[src/hw/irpb_pkg.sv]
// Package for the input priority register bank: register map, field layout, reset values and shared types.
// Assumes an APB slave with 32-bit data and word-aligned registers, one clock and an active-low reset.
package irpb_pkg;

   // ********************************************************************
   // Register map
   // ********************************************************************
   // Printed offsets are register indices; the byte address is four times the index.
   localparam logic [9:0] IDX_PAIR_ONE_TWO = 10'h018;
   localparam logic [9:0] IDX_PAIR_THREE_FOUR = 10'h019;
   localparam logic [9:0] IDX_PATH_SELECT = 10'h04B;
   localparam int ADDR_W = 12;
   localparam logic [11:0] ADDR_PAIR_ONE_TWO = {IDX_PAIR_ONE_TWO, 2'b00};
   localparam logic [11:0] ADDR_PAIR_THREE_FOUR = {IDX_PAIR_THREE_FOUR, 2'b00};
   localparam logic [11:0] ADDR_PATH_SELECT = {IDX_PATH_SELECT, 2'b00};

   // ********************************************************************
   // Field layout
   // ********************************************************************
   localparam int RANK_W = 4;
   localparam int NUM_INPUTS = 4;
   localparam int BANK_SELECT_BIT = 4;
   localparam logic [3:0] RANK_OFF = 4'h0;

   // ********************************************************************
   // Reset values
   // ********************************************************************
   localparam logic [7:0] RST_MAIN_PAIR_ONE_TWO = 8'h00;
   localparam logic [7:0] RST_AUX_PAIR_ONE_TWO = 8'h00;
   localparam logic [7:0] RST_MAIN_PAIR_THREE_FOUR = 8'h54;
   localparam logic [7:0] RST_AUX_PAIR_THREE_FOUR = 8'h00;
   localparam logic [31:0] RDATA_ZERO = 32'h0000_0000;

   // ********************************************************************
   // Types
   // ********************************************************************
   // One byte register: the higher-numbered input sits in the upper nibble.
   typedef struct packed {
      logic [3:0] upper;
      logic [3:0] lower;
   } irpb_pair_s;

   // Winner of a selection: valid flag and input index, zero based.
   typedef struct packed {
      logic valid;
      logic [1:0] index;
   } irpb_pick_s;

   // Whole state of the register bank.
   typedef struct packed {
      logic bank;
      irpb_pair_s [1:0] main_rank;
      irpb_pair_s [1:0] aux_rank;
      logic [31:0] rdata;
      logic ready;
      logic err;
      irpb_pick_s main_pick;
      irpb_pick_s aux_pick;
   } irpb_state_s;

endpackage

[src/hw/irpb_bank.sv]
// Input priority register bank: two copies of the rank registers behind an APB slave.
// Assumes an APB master on pclk; selection logic downstream reads the rank and pick outputs.
//
// The implementer's own choice: the APB register port.

// Notes on behaviour
// - Register 0x18 holds input two rank high nibble, input one low nibble.
// - Register 0x19 holds input four rank high nibble, input three low nibble.
// - A smaller nonzero rank means the input is preferred.
// - A zero rank removes the input from automatic selection.
// - Ranks one to fifteen are all valid priorities.
// - Bank select bit 4 picks main copy when 0, auxiliary copy when 1.
module irpb_bank #(
   parameter logic [7:0] MAIN_ONE_TWO_RESET = irpb_pkg::RST_MAIN_PAIR_ONE_TWO,
   parameter logic [7:0] AUX_ONE_TWO_RESET = irpb_pkg::RST_AUX_PAIR_ONE_TWO
) (
   input wire logic pclk,
   input wire logic presetn,
   input wire logic psel,
   input wire logic penable,
   input wire logic pwrite,
   input wire logic [11:0] paddr,
   input wire logic [31:0] pwdata,
   input wire logic [3:0] pstrb,
   output logic [31:0] prdata,
   output logic pready,
   output logic pslverr,
   output logic path_bank_select,
   output logic [15:0] main_timing_path_ranks,
   output logic [15:0] auxiliary_timing_path_ranks,
   output irpb_pkg::irpb_pick_s main_timing_path_pick,
   output irpb_pkg::irpb_pick_s auxiliary_timing_path_pick
);

   // ********************************************************************
   // State
   // ********************************************************************
   irpb_pkg::irpb_state_s st;
   irpb_pkg::irpb_state_s next_st;
   irpb_pkg::irpb_pick_s main_found;
   irpb_pkg::irpb_pick_s aux_found;
   logic setup;
   logic commit;
   logic hit_one_two;
   logic hit_three_four;
   logic hit_select;
   logic [7:0] sel_one_two;
   logic [7:0] sel_three_four;

   // ********************************************************************
   // Pickers
   // ********************************************************************
   // One picker per timing path, each looking at its own copy only.
   irpb_rank_pick u_main_pick (
      .ranks(st.main_rank),
      .pick(main_found)
   );

   irpb_rank_pick u_aux_pick (
      .ranks(st.aux_rank),
      .pick(aux_found)
   );

   // ********************************************************************
   // Decode
   // ********************************************************************
   // Setup is the first cycle of a transfer; commit is the access edge that completes it.
   assign setup = psel && !penable;
   assign commit = psel && penable && st.ready;
   assign hit_one_two = paddr == irpb_pkg::ADDR_PAIR_ONE_TWO;
   assign hit_three_four = paddr == irpb_pkg::ADDR_PAIR_THREE_FOUR;
   assign hit_select = paddr == irpb_pkg::ADDR_PATH_SELECT;
   // The selected copy is what software sees.
   assign sel_one_two = st.bank ? st.aux_rank[0] : st.main_rank[0];
   assign sel_three_four = st.bank ? st.aux_rank[1] : st.main_rank[1];

   // ********************************************************************
   // Next state
   // ********************************************************************
   // Answers every transfer in its first access cycle; unmapped addresses read zero with an error.
   always_comb begin
      next_st = st;
      next_st.ready = 1'b0;
      next_st.err = 1'b0;
      next_st.main_pick = main_found;
      next_st.aux_pick = aux_found;
      if (setup) begin
         next_st.ready = 1'b1;
         next_st.rdata = irpb_pkg::RDATA_ZERO;
         next_st.err = !(hit_one_two || hit_three_four || hit_select);
         if (!pwrite) begin
            if (hit_one_two) begin
               next_st.rdata = {24'h00_0000, sel_one_two};
            end else if (hit_three_four) begin
               next_st.rdata = {24'h00_0000, sel_three_four};
            end else if (hit_select) begin
               next_st.rdata = 32'(st.bank) << irpb_pkg::BANK_SELECT_BIT;
            end
         end
      end
      // Writes land at the access edge, in the selected copy only, when byte lane 0 is enabled.
      if (commit && pwrite && !st.err && pstrb[0]) begin
         if (hit_one_two) begin
            if (st.bank) begin
               next_st.aux_rank[0] = pwdata[7:0];
            end else begin
               next_st.main_rank[0] = pwdata[7:0];
            end
         end else if (hit_three_four) begin
            if (st.bank) begin
               next_st.aux_rank[1] = pwdata[7:0];
            end else begin
               next_st.main_rank[1] = pwdata[7:0];
            end
         end else if (hit_select) begin
            next_st.bank = pwdata[irpb_pkg::BANK_SELECT_BIT];
         end
      end
   end

   // ********************************************************************
   // Registers
   // ********************************************************************
   // Both copies come out of reset with their own defaults; main path selected.
   always_ff @(posedge pclk or negedge presetn) begin
      if (!presetn) begin
         st <= '0;
         st.main_rank[0] <= MAIN_ONE_TWO_RESET;
         st.aux_rank[0] <= AUX_ONE_TWO_RESET;
         st.main_rank[1] <= irpb_pkg::RST_MAIN_PAIR_THREE_FOUR;
         st.aux_rank[1] <= irpb_pkg::RST_AUX_PAIR_THREE_FOUR;
      end else begin
         st <= next_st;
      end
   end

   // ********************************************************************
   // Outputs
   // ********************************************************************
   // All outputs are state bits.
   assign prdata = st.rdata;
   assign pready = st.ready;
   assign pslverr = st.err;
   assign path_bank_select = st.bank;
   assign main_timing_path_ranks = st.main_rank;
   assign auxiliary_timing_path_ranks = st.aux_rank;
   assign main_timing_path_pick = st.main_pick;
   assign auxiliary_timing_path_pick = st.aux_pick;

   // Helper: rank of a given input within a 16-bit rank vector.
   function automatic logic [3:0] rank_of(input logic [15:0] r, input logic [1:0] i);
      rank_of = r[i*4 +: 4];
   endfunction

   // Helper: some nonzero rank beats the current main pick.
   logic main_beaten;
   always_comb begin
      main_beaten = 1'b0;
      for (int i = 0; i < irpb_pkg::NUM_INPUTS; i++) begin
         if (rank_of(st.main_rank, 2'(i)) != irpb_pkg::RANK_OFF &&
             rank_of(st.main_rank, 2'(i)) < rank_of(st.main_rank, main_found.index)) begin
            main_beaten = 1'b1;
         end
      end
   end
endmodule

[src/hw/irpb_rank_pick.sv]
// Priority picker: finds the input with the smallest nonzero rank among four.
// Assumes its ranks come from registers on the same clock; purely combinational.
module irpb_rank_pick (
   input wire logic [15:0] ranks,
   output irpb_pkg::irpb_pick_s pick
);

   // ********************************************************************
   // Search
   // ********************************************************************
   // Zero ranks are skipped; ties go to the lower-numbered input.
   always_comb begin
      logic [3:0] best;
      best = irpb_pkg::RANK_OFF;
      pick = '0;
      for (int i = 0; i < irpb_pkg::NUM_INPUTS; i++) begin
         if (ranks[i*4 +: 4] != irpb_pkg::RANK_OFF) begin
            if (!pick.valid || ranks[i*4 +: 4] < best) begin
               best = ranks[i*4 +: 4];
               pick.valid = 1'b1;
               pick.index = 2'(i);
            end
         end
      end
   end

endmodule

[config.mk]
export PLATFORM = sky130hd
export DESIGN_NAME = irpb_bank
export DESIGN_NICKNAME = d
export VERILOG_FILES = /design/src/hw/irpb_pkg.sv /design/src/hw/irpb_bank.sv /design/src/hw/irpb_rank_pick.sv
export SDC_FILE = /design/constraint.sdc
export NUM_CORES = 1
export LEC_CHECK = 0
export BUFFER_PORTS_ARGS = -buffer_cell sky130_fd_sc_hd__buf_2
export CAP_MARGIN = 20
export CORE_MARGIN = 5
export CORE_UTILIZATION = 49
export CTS_CLUSTER_SIZE = 16
export DETAILED_ROUTE_END_ITERATION = 12
export PLACE_DENSITY = 0.81
export SETUP_SLACK_MARGIN = 0.05
export SLEW_MARGIN = 20
export SYNTH_ARGS = -nofsm -noshare
export SYNTH_HDL_FRONTEND = slang
export SYNTH_SLANG_ARGS = --single-unit
[constraint.sdc]
create_clock -name pclk -period 5.6 [get_ports pclk]
set_input_delay 1.12 -clock pclk [delete_from_list [all_inputs] [get_ports pclk]]
set_output_delay 1.12 -clock pclk [all_outputs]
set_load 0.1 [all_outputs]
==> results by group, run 1 <==
Cells and area
  – Area grow syn2layout: 14.0%
  – Diode count: 0
  – Final nets: 445
  – Most frequent cells in the layout: 73 x buf_2, 46 x dfrtp_1, 33 x mux2_2, 24 x conb_1, 21 x nand2_1
  – Post-Layout Cell Count: 452
  – Share of cells above drive strength 1: 0.368
  – Most common cell after layout, fill and taps aside: buf_2

Timing
  – Setup TNS: 0 ns
  – Period utilization: 0.785
  – Final Hold Violating Endpoints: 0
  – Max Clock Freq: 228 MHz
  – Setup violations, final: 0
  – Count of final max-slew check failures: 0
  – Least-Margin Pin Slew: 0.696 ns
  – Unrepaired setup endpoints after global routing: no
  – Fin crit period: 4.39 ns
  – Rel. slew slack: 0.533
  – Worst Skew: 0.0125 ns

Synth
  – Syn Area/Cell: 10.5 sq um
  – Synth unique cells: 56
  – Top-area cell type share of the netlist area: 0.365
  – Yosys warning total: 0
  – Leading area contributor after synthesis: dfrtp_1
  – Sequential area share after synthesis: 0.390
  – FF+latch count, synth: 49
  – Synth Flop Type: dfrtp_1
  – Area contributors post-synth: dfrtp_1 37%, mux2_2 12%, ha_1 7.1%
  – Asr flop ratio synth: 1.00
  – Mapped Area: 3150 sq um
  – EDFF count, synth: 0
  – Synth Instances: 299

Drt
  – Remaining DRCs: 0
  – Final WL: 7.99 mm
  – Initial DRC Count: 258
  – First-pass DRT Iterations: 5
  – Drt wl/cell: 17.7 um
  – Post-route ant nets: 0
  – Vias per cell: 5.87
  – Via count: 2654

Place
  – Port Buf Inserts: 74
  – Cells after DPL: 444
  – RD Place Congestion: 0.928
  – Dpl hpwl: 6.25 mm

Clock network
  – Num CTS Buffers: 5
  – Clock-pin slew on the worst setup and hold paths: 0.09 ns
  – Clock tree buffer depth: 2
  – TritonCTS clock tree: done
  – Resize count post-CTS: 0
  – Root buf cell: clkbuf_8
  – CTS Sinks: 49
  – Hold-fix buffers, CTS: 0
  – Setup repair bufs after CTS: 0
  – H-Tree Depth: 2
  – Worst skew pair latency: 0.31 ns

Run status
  – Status: complete, no violations

GRT
  – Initial antenna violation count: 0
  – Pin count of the biggest net entering global routing: 50
  – Total GRT Usage: 0.195
  – Total congestion overflow: 0
  – Global-route wire length before repair: 13.2 mm
  – Number of global-route vias before repair: 2667

Critical path
  – Max stage delay on crit path: 0.48 ns
  – CP dominant cell by count: ha_1
  – Worst-path maximum fanout: 7
  – Critical Path Slowest Stage Cell: dfrtp_1
  – WP data required: 5.84 ns
  – CP Capture Type: flop
  – Setup crit start kind: flop
  – Arr. time, crit path: 4.64 ns
  – WP buf/inv: 2
  – Crit-path leading delay family: compound AO/OA/AOI/OAI gates
  – Crit path cell chain: inv_1 > ha_1 > o211ai_1 > o21a_1 > or2_2 > o21a_1 > a21o_1 > inv_1 > ha_1 > a211o_1 > nor2_1 > o221ai_1 > a21bo_2 > a22oi_1 > ha_1 > a21o_1 > a21oi_1 > o221ai_1 > a21oi_1 > a31o_2
  – Kind of critical path: flop to flop

Floorplan
  – Io pins: 126
  – DIE AREA: 8140 sq um
  – Core Area: 6310 sq um
  – Die width: 90.2 um
  – Starting Density: 0.499
  – Height of the die: 90.2 um
  – Cell Rows: 29

Worst hold path
  – Hold Crit Class: flop to flop

Power
  – Pwr dens: 186 nW/um^2
  – Maximum VDD drop: 173 uV
  – LEAKAGE: 1.91 nW

Flow run
  – Max-Cap Viols: 0
## area by class of cell
| cell class | count | area, sq um |
|---|---|---|
| clock buffer | 5 | 68.8 |
| clock inverter | 3 | 17.5 |
| fill | 552 | 2720 |
| inverter | 15 | 56.3 |
| multi-input combinational | 229 | 1750 |
| sequential | 49 | 1230 |
| tap | 77 | 96.3 |
| timing repair buffer | 74 | 373 |
## routing by layer
| metal | global-route usage | part of all wire |
|---|---|---|
| met5 | 0 | 0 |
| met4 | 0.0645 | 0.017 |
| met3 | 0.0518 | 0.082 |
| met2 | 0.320 | 0.48 |
| met1 | 0.248 | 0.42 |
## power by group
group / switching [mW] / internal, mW / leakage, nW
registers: 0.000445 / 0.354 / 0.672
clock network: 0.122 / 0.0865 / 0.0439
logic: 0.0950 / 0.0102 / 1.20
total: 0.218 / 0.451 / 1.91
## flip-flops by register name, indices dropped and copies added, names as in the netlist
signal / count
pslverr: 1
pready: 1
main_timing_path_ranks: 16
main_timing_path_pick: 3
auxiliary_timing_path_ranks: 16
prdata: 8
auxiliary_timing_path_pick: 3
path_bank_select: 1
## Yosys cell counts (4+ instances only)
library cell and n:
dfrtp_1 46, o21a_1 4, ha_1 18, or4_4 4
a31oi_1 4, nor4_1 5, mux2_2 33, o211ai_1 6
nor2_1 15, nand2_1 21, inv_1 15, o21ai_0 6
a21o_1 7, mux2i_1 5, buf_4 24, a22oi_1 7
a21oi_1 17
## metrics by stage
stage	power [mW]	hold slack, ns	instance area [sq um]	worst slack [ns]	util
2_1_floorplan	0.457	0.824	3240	1.03	-
3_3_place_gp	0.466	0.448	3500	1.45	0.555
3_5_place_dp	0.467	0.453	3500	1.31	0.555
4_1_cts	0.668	0.472	3590	1.27	0.569
5_1_grt	0.689	0.487	3590	0.949	0.569
6_report	0.669	0.468	3590	1.21	0.569
## logic make-up (layout without fill, tap and decap cells)
family | Yosys count | after routing | synth area share
and+or+nand+nor | 71 | 71 | 0.123
other | 1 | 24 | 0.00119
DFF | 49 | 49 | 0.390
muxes | 44 | 44 | 0.167
AOI/OAI and AO/OA | 72 | 72 | 0.165
buffers and inverters | 44 | 97 | 0.0818
adders and majority gates | 18 | 18 | 0.0715
## tightest hold or removal path, stage by stage, from the launching register on
cell and delay (ns):
dfrtp_1 0.35, nand2_1 0.05, nand2_1 0.04
## final timing paths
path | startpoint | to | slack [ns] | depth (start not counted)
max in group asynchronous | presetn | auxiliary_timing_path_ranks[0] | 4.36 | 1
setup / recovery | auxiliary_timing_path_ranks[3] | auxiliary_timing_path_pick[0] | 1.21 | 20
min in group asynchronous | presetn | main_timing_path_pick[2] | 0.82 | 1
hold / removal | prdata[7] | prdata[7] | 0.47 | 2
setup reg to reg | auxiliary_timing_path_ranks[3] | auxiliary_timing_path_pick[0] | 1.21 | 20
hold reg to reg | prdata[7] | prdata[7] | 0.47 | 2
No activity file was read; power rests on OpenSTA's default activity.
==> run 2: changes to the inputs <==
clock period = 4.3 ns   (was 5.6 ns; I/O delays follow)
==> run 2 against run 1 <==
- cell count rose by 4.4%
- non-clock buffer count increased by 20
- worst hold slack about the same
- clock power is 29% higher
- sequential power grew 30%
- first-iteration DRC count is 8.5% lower
- total power is 30% higher
- sequential share of layout area decreased by 1.8 points
- fmax is 4.0% higher
- combinational power rose by 31%
- register-to-register slack worse by 1.1 ns
- largest power group unchanged
==> results by group, run 2 (synthesized netlist as in run 1, its figures left out) <==
Clock network
  – Worst skew pair latency: 0.31 ns
  – Clock tree buffer depth: 2
  – Clock-pin slew on the worst setup and hold paths: 0.09 ns
  – Hold-fix buffers, CTS: 0
  – TritonCTS clock tree: done
  – Root buf cell: clkbuf_8
  – Num CTS Buffers: 5
  – H-Tree Depth: 2
  – CTS Sinks: 49

Cells and area
  – Post-Layout Cell Count: 472
  – Final nets: 465
  – Most common cell after layout, fill and taps aside: buf_2
  – Area grow syn2layout: 21.7%
  – Share of cells above drive strength 1: 0.451
  – Fillers: 518
  – Reg area: 1240 sq um
  – Most frequent cells in the layout: 73 x buf_2, 35 x dfrtp_1, 33 x mux2_2, 24 x conb_1, 21 x nand2_1
  – Multi-input logic area: 1820 sq um
  – Diode count: 0

Timing
  – Setup TNS: 0 ns
  – Least-Margin Pin Slew: 0.687 ns
  – Fin crit period: 4.22 ns
  – Rel. slew slack: 0.538
  – Period utilization: 0.982
  – Worst Skew: 0.0111 ns
  – Setup violations, final: 0
  – Max Clock Freq: 237 MHz
  – Unrepaired setup endpoints after global routing: yes
  – Final WS setup: 0.0755 ns
  – Final Hold Violating Endpoints: 0
  – Count of final max-slew check failures: 0

Power
  – Switch Pwr: 279 uW
  – Clock Power Share: 0.310
  – Maximum VDD drop: 116 uV
  – LEAKAGE: 2.01 nW
  – Reg power frac: 0.531
  – Post-layout power: 870 uW
  – Internal power: 590 uW
  – Switching Share: 0.321
  – Pwr dens: 227 nW/um^2
  – Logic gate share of total power: 0.158

Drt
  – Post-route ant nets: 0
  – Via count: 2764
  – Remaining DRCs: 0
  – Initial DRC Count: 236
  – Drt wl/cell: 18.2 um
  – Vias per cell: 5.86
  – Final WL: 8.60 mm
  – First-pass DRT Iterations: 4

Critical path
  – Setup crit start kind: flop
  – Worst-path maximum fanout: 4
  – Arr. time, crit path: 4.46 ns
  – CP Capture Type: flop
  – WP data required: 4.53 ns
  – Kind of critical path: flop to flop
  – Reg2reg setup slack: 0.08 ns

GRT
  – Total congestion overflow: 0
  – Initial antenna violation count: 0
  – Pin count of the biggest net entering global routing: 50
  – Global-route wire length before repair: 13.5 mm
  – Total GRT Usage: 0.201
  – Number of global-route vias before repair: 2741

Place
  – Cells after DPL: 448
  – Dpl ws: -0.0267 ns
  – Dpl hpwl: 6.16 mm
  – Port Buf Inserts: 74
  – RD Place Congestion: 0.867

Floorplan
  – DIE AREA: 8140 sq um
  – Die width: 90.2 um
  – Core Area: 6310 sq um
  – Io pins: 126
  – Height of the die: 90.2 um
  – Cell Rows: 29
  – Starting Density: 0.499

Run status
  – Status: complete, no violations

Worst hold path
  – Hold Crit Class: flop to flop

Flow run
  – Max-Cap Viols: 0
[run 2: final timing paths]
| path | from | endpoint | cells past startpoint |
|---|---|---|---|
| worst max-delay path | main_timing_path_ranks[1] | main_timing_path_pick[0] | 18 |
| worst min-delay path | prdata[6] | prdata[6] | 2 |
| worst max register to register | main_timing_path_ranks[1] | main_timing_path_pick[0] | 18 |
| worst min register to register | prdata[6] | prdata[6] | 2 |
| max in group asynchronous | presetn | auxiliary_timing_path_ranks[5] | 1 |
| min in group asynchronous | presetn | main_timing_path_pick[2] | 1 |
[run 2: per-layer routing]
metal / vias to the layer above / track usage / share of wire
met5: - / 0 / 0
li1: 1256 / - / -
met2: 140 / 0.329 / 0.49
met4: 0 / 0.0794 / 0.024
met1: 1347 / 0.257 / 0.41
met3: 21 / 0.0484 / 0.079
[run 2: worst max-delay path, cell delays in order, from the launching register on]
cell and delay, ns:
dfrtp_2 0.43, or4_4 0.55, buf_4 0.16, a31oi_4 0.25, nand2_4 0.10, a22oi_2 0.19
ha_2 0.25, o21ai_0 0.11, a21oi_1 0.26, a21oi_2 0.13, a31oi_4 0.24, mux2_4 0.33
ha_1 0.29, a21o_1 0.20, a21oi_2 0.16, a21oi_1 0.06, a211oi_1 0.25, o21ai_1 0.12
o21ai_0 0.10
[run 2: area by class of cell]
class,count,share of cell area
multi-input combinational,229,0.476
sequential,49,0.324
timing repair buffer,94,0.138
tap,77,0.0251
clock buffer,7,0.0199
inverter,15,0.0147
clock inverter,1,0.00196
[run 2: power by group through the flow]
| stage | clock [mW] | combinational, mW | sequential [mW] |
|---|---|---|---|
| finish | 0.270 | 0.138 | 0.462 |
| global route | 0.292 | 0.143 | 0.462 |
| CTS | 0.272 | 0.138 | 0.462 |
| detailed placement | 0 | 0.137 | 0.471 |
| global placement | 0 | 0.136 | 0.471 |
| floorplan | 0 | 0.117 | 0.479 |
[run 2: timing repair]
action | 4_1_cts | 5_1_grt
resized for setup | 7 | 11
gates cloned | 0 | 0
endpoints found under the setup margin | 4 | 4
pin swaps | 0 | 8
setup buffers | 6 | 10
[run 2: stage by stage]
stage / cell area (sq um) / hold slack (ns) / utilization
finish: 3830 / 0.468 / 0.607
global route: 3830 / 0.484 / 0.607
CTS: 3710 / 0.472 / 0.588
detailed placement: 3550 / 0.452 / 0.562
global placement: 3550 / 0.448 / 0.562
floorplan: 3250 / 0.564 / -
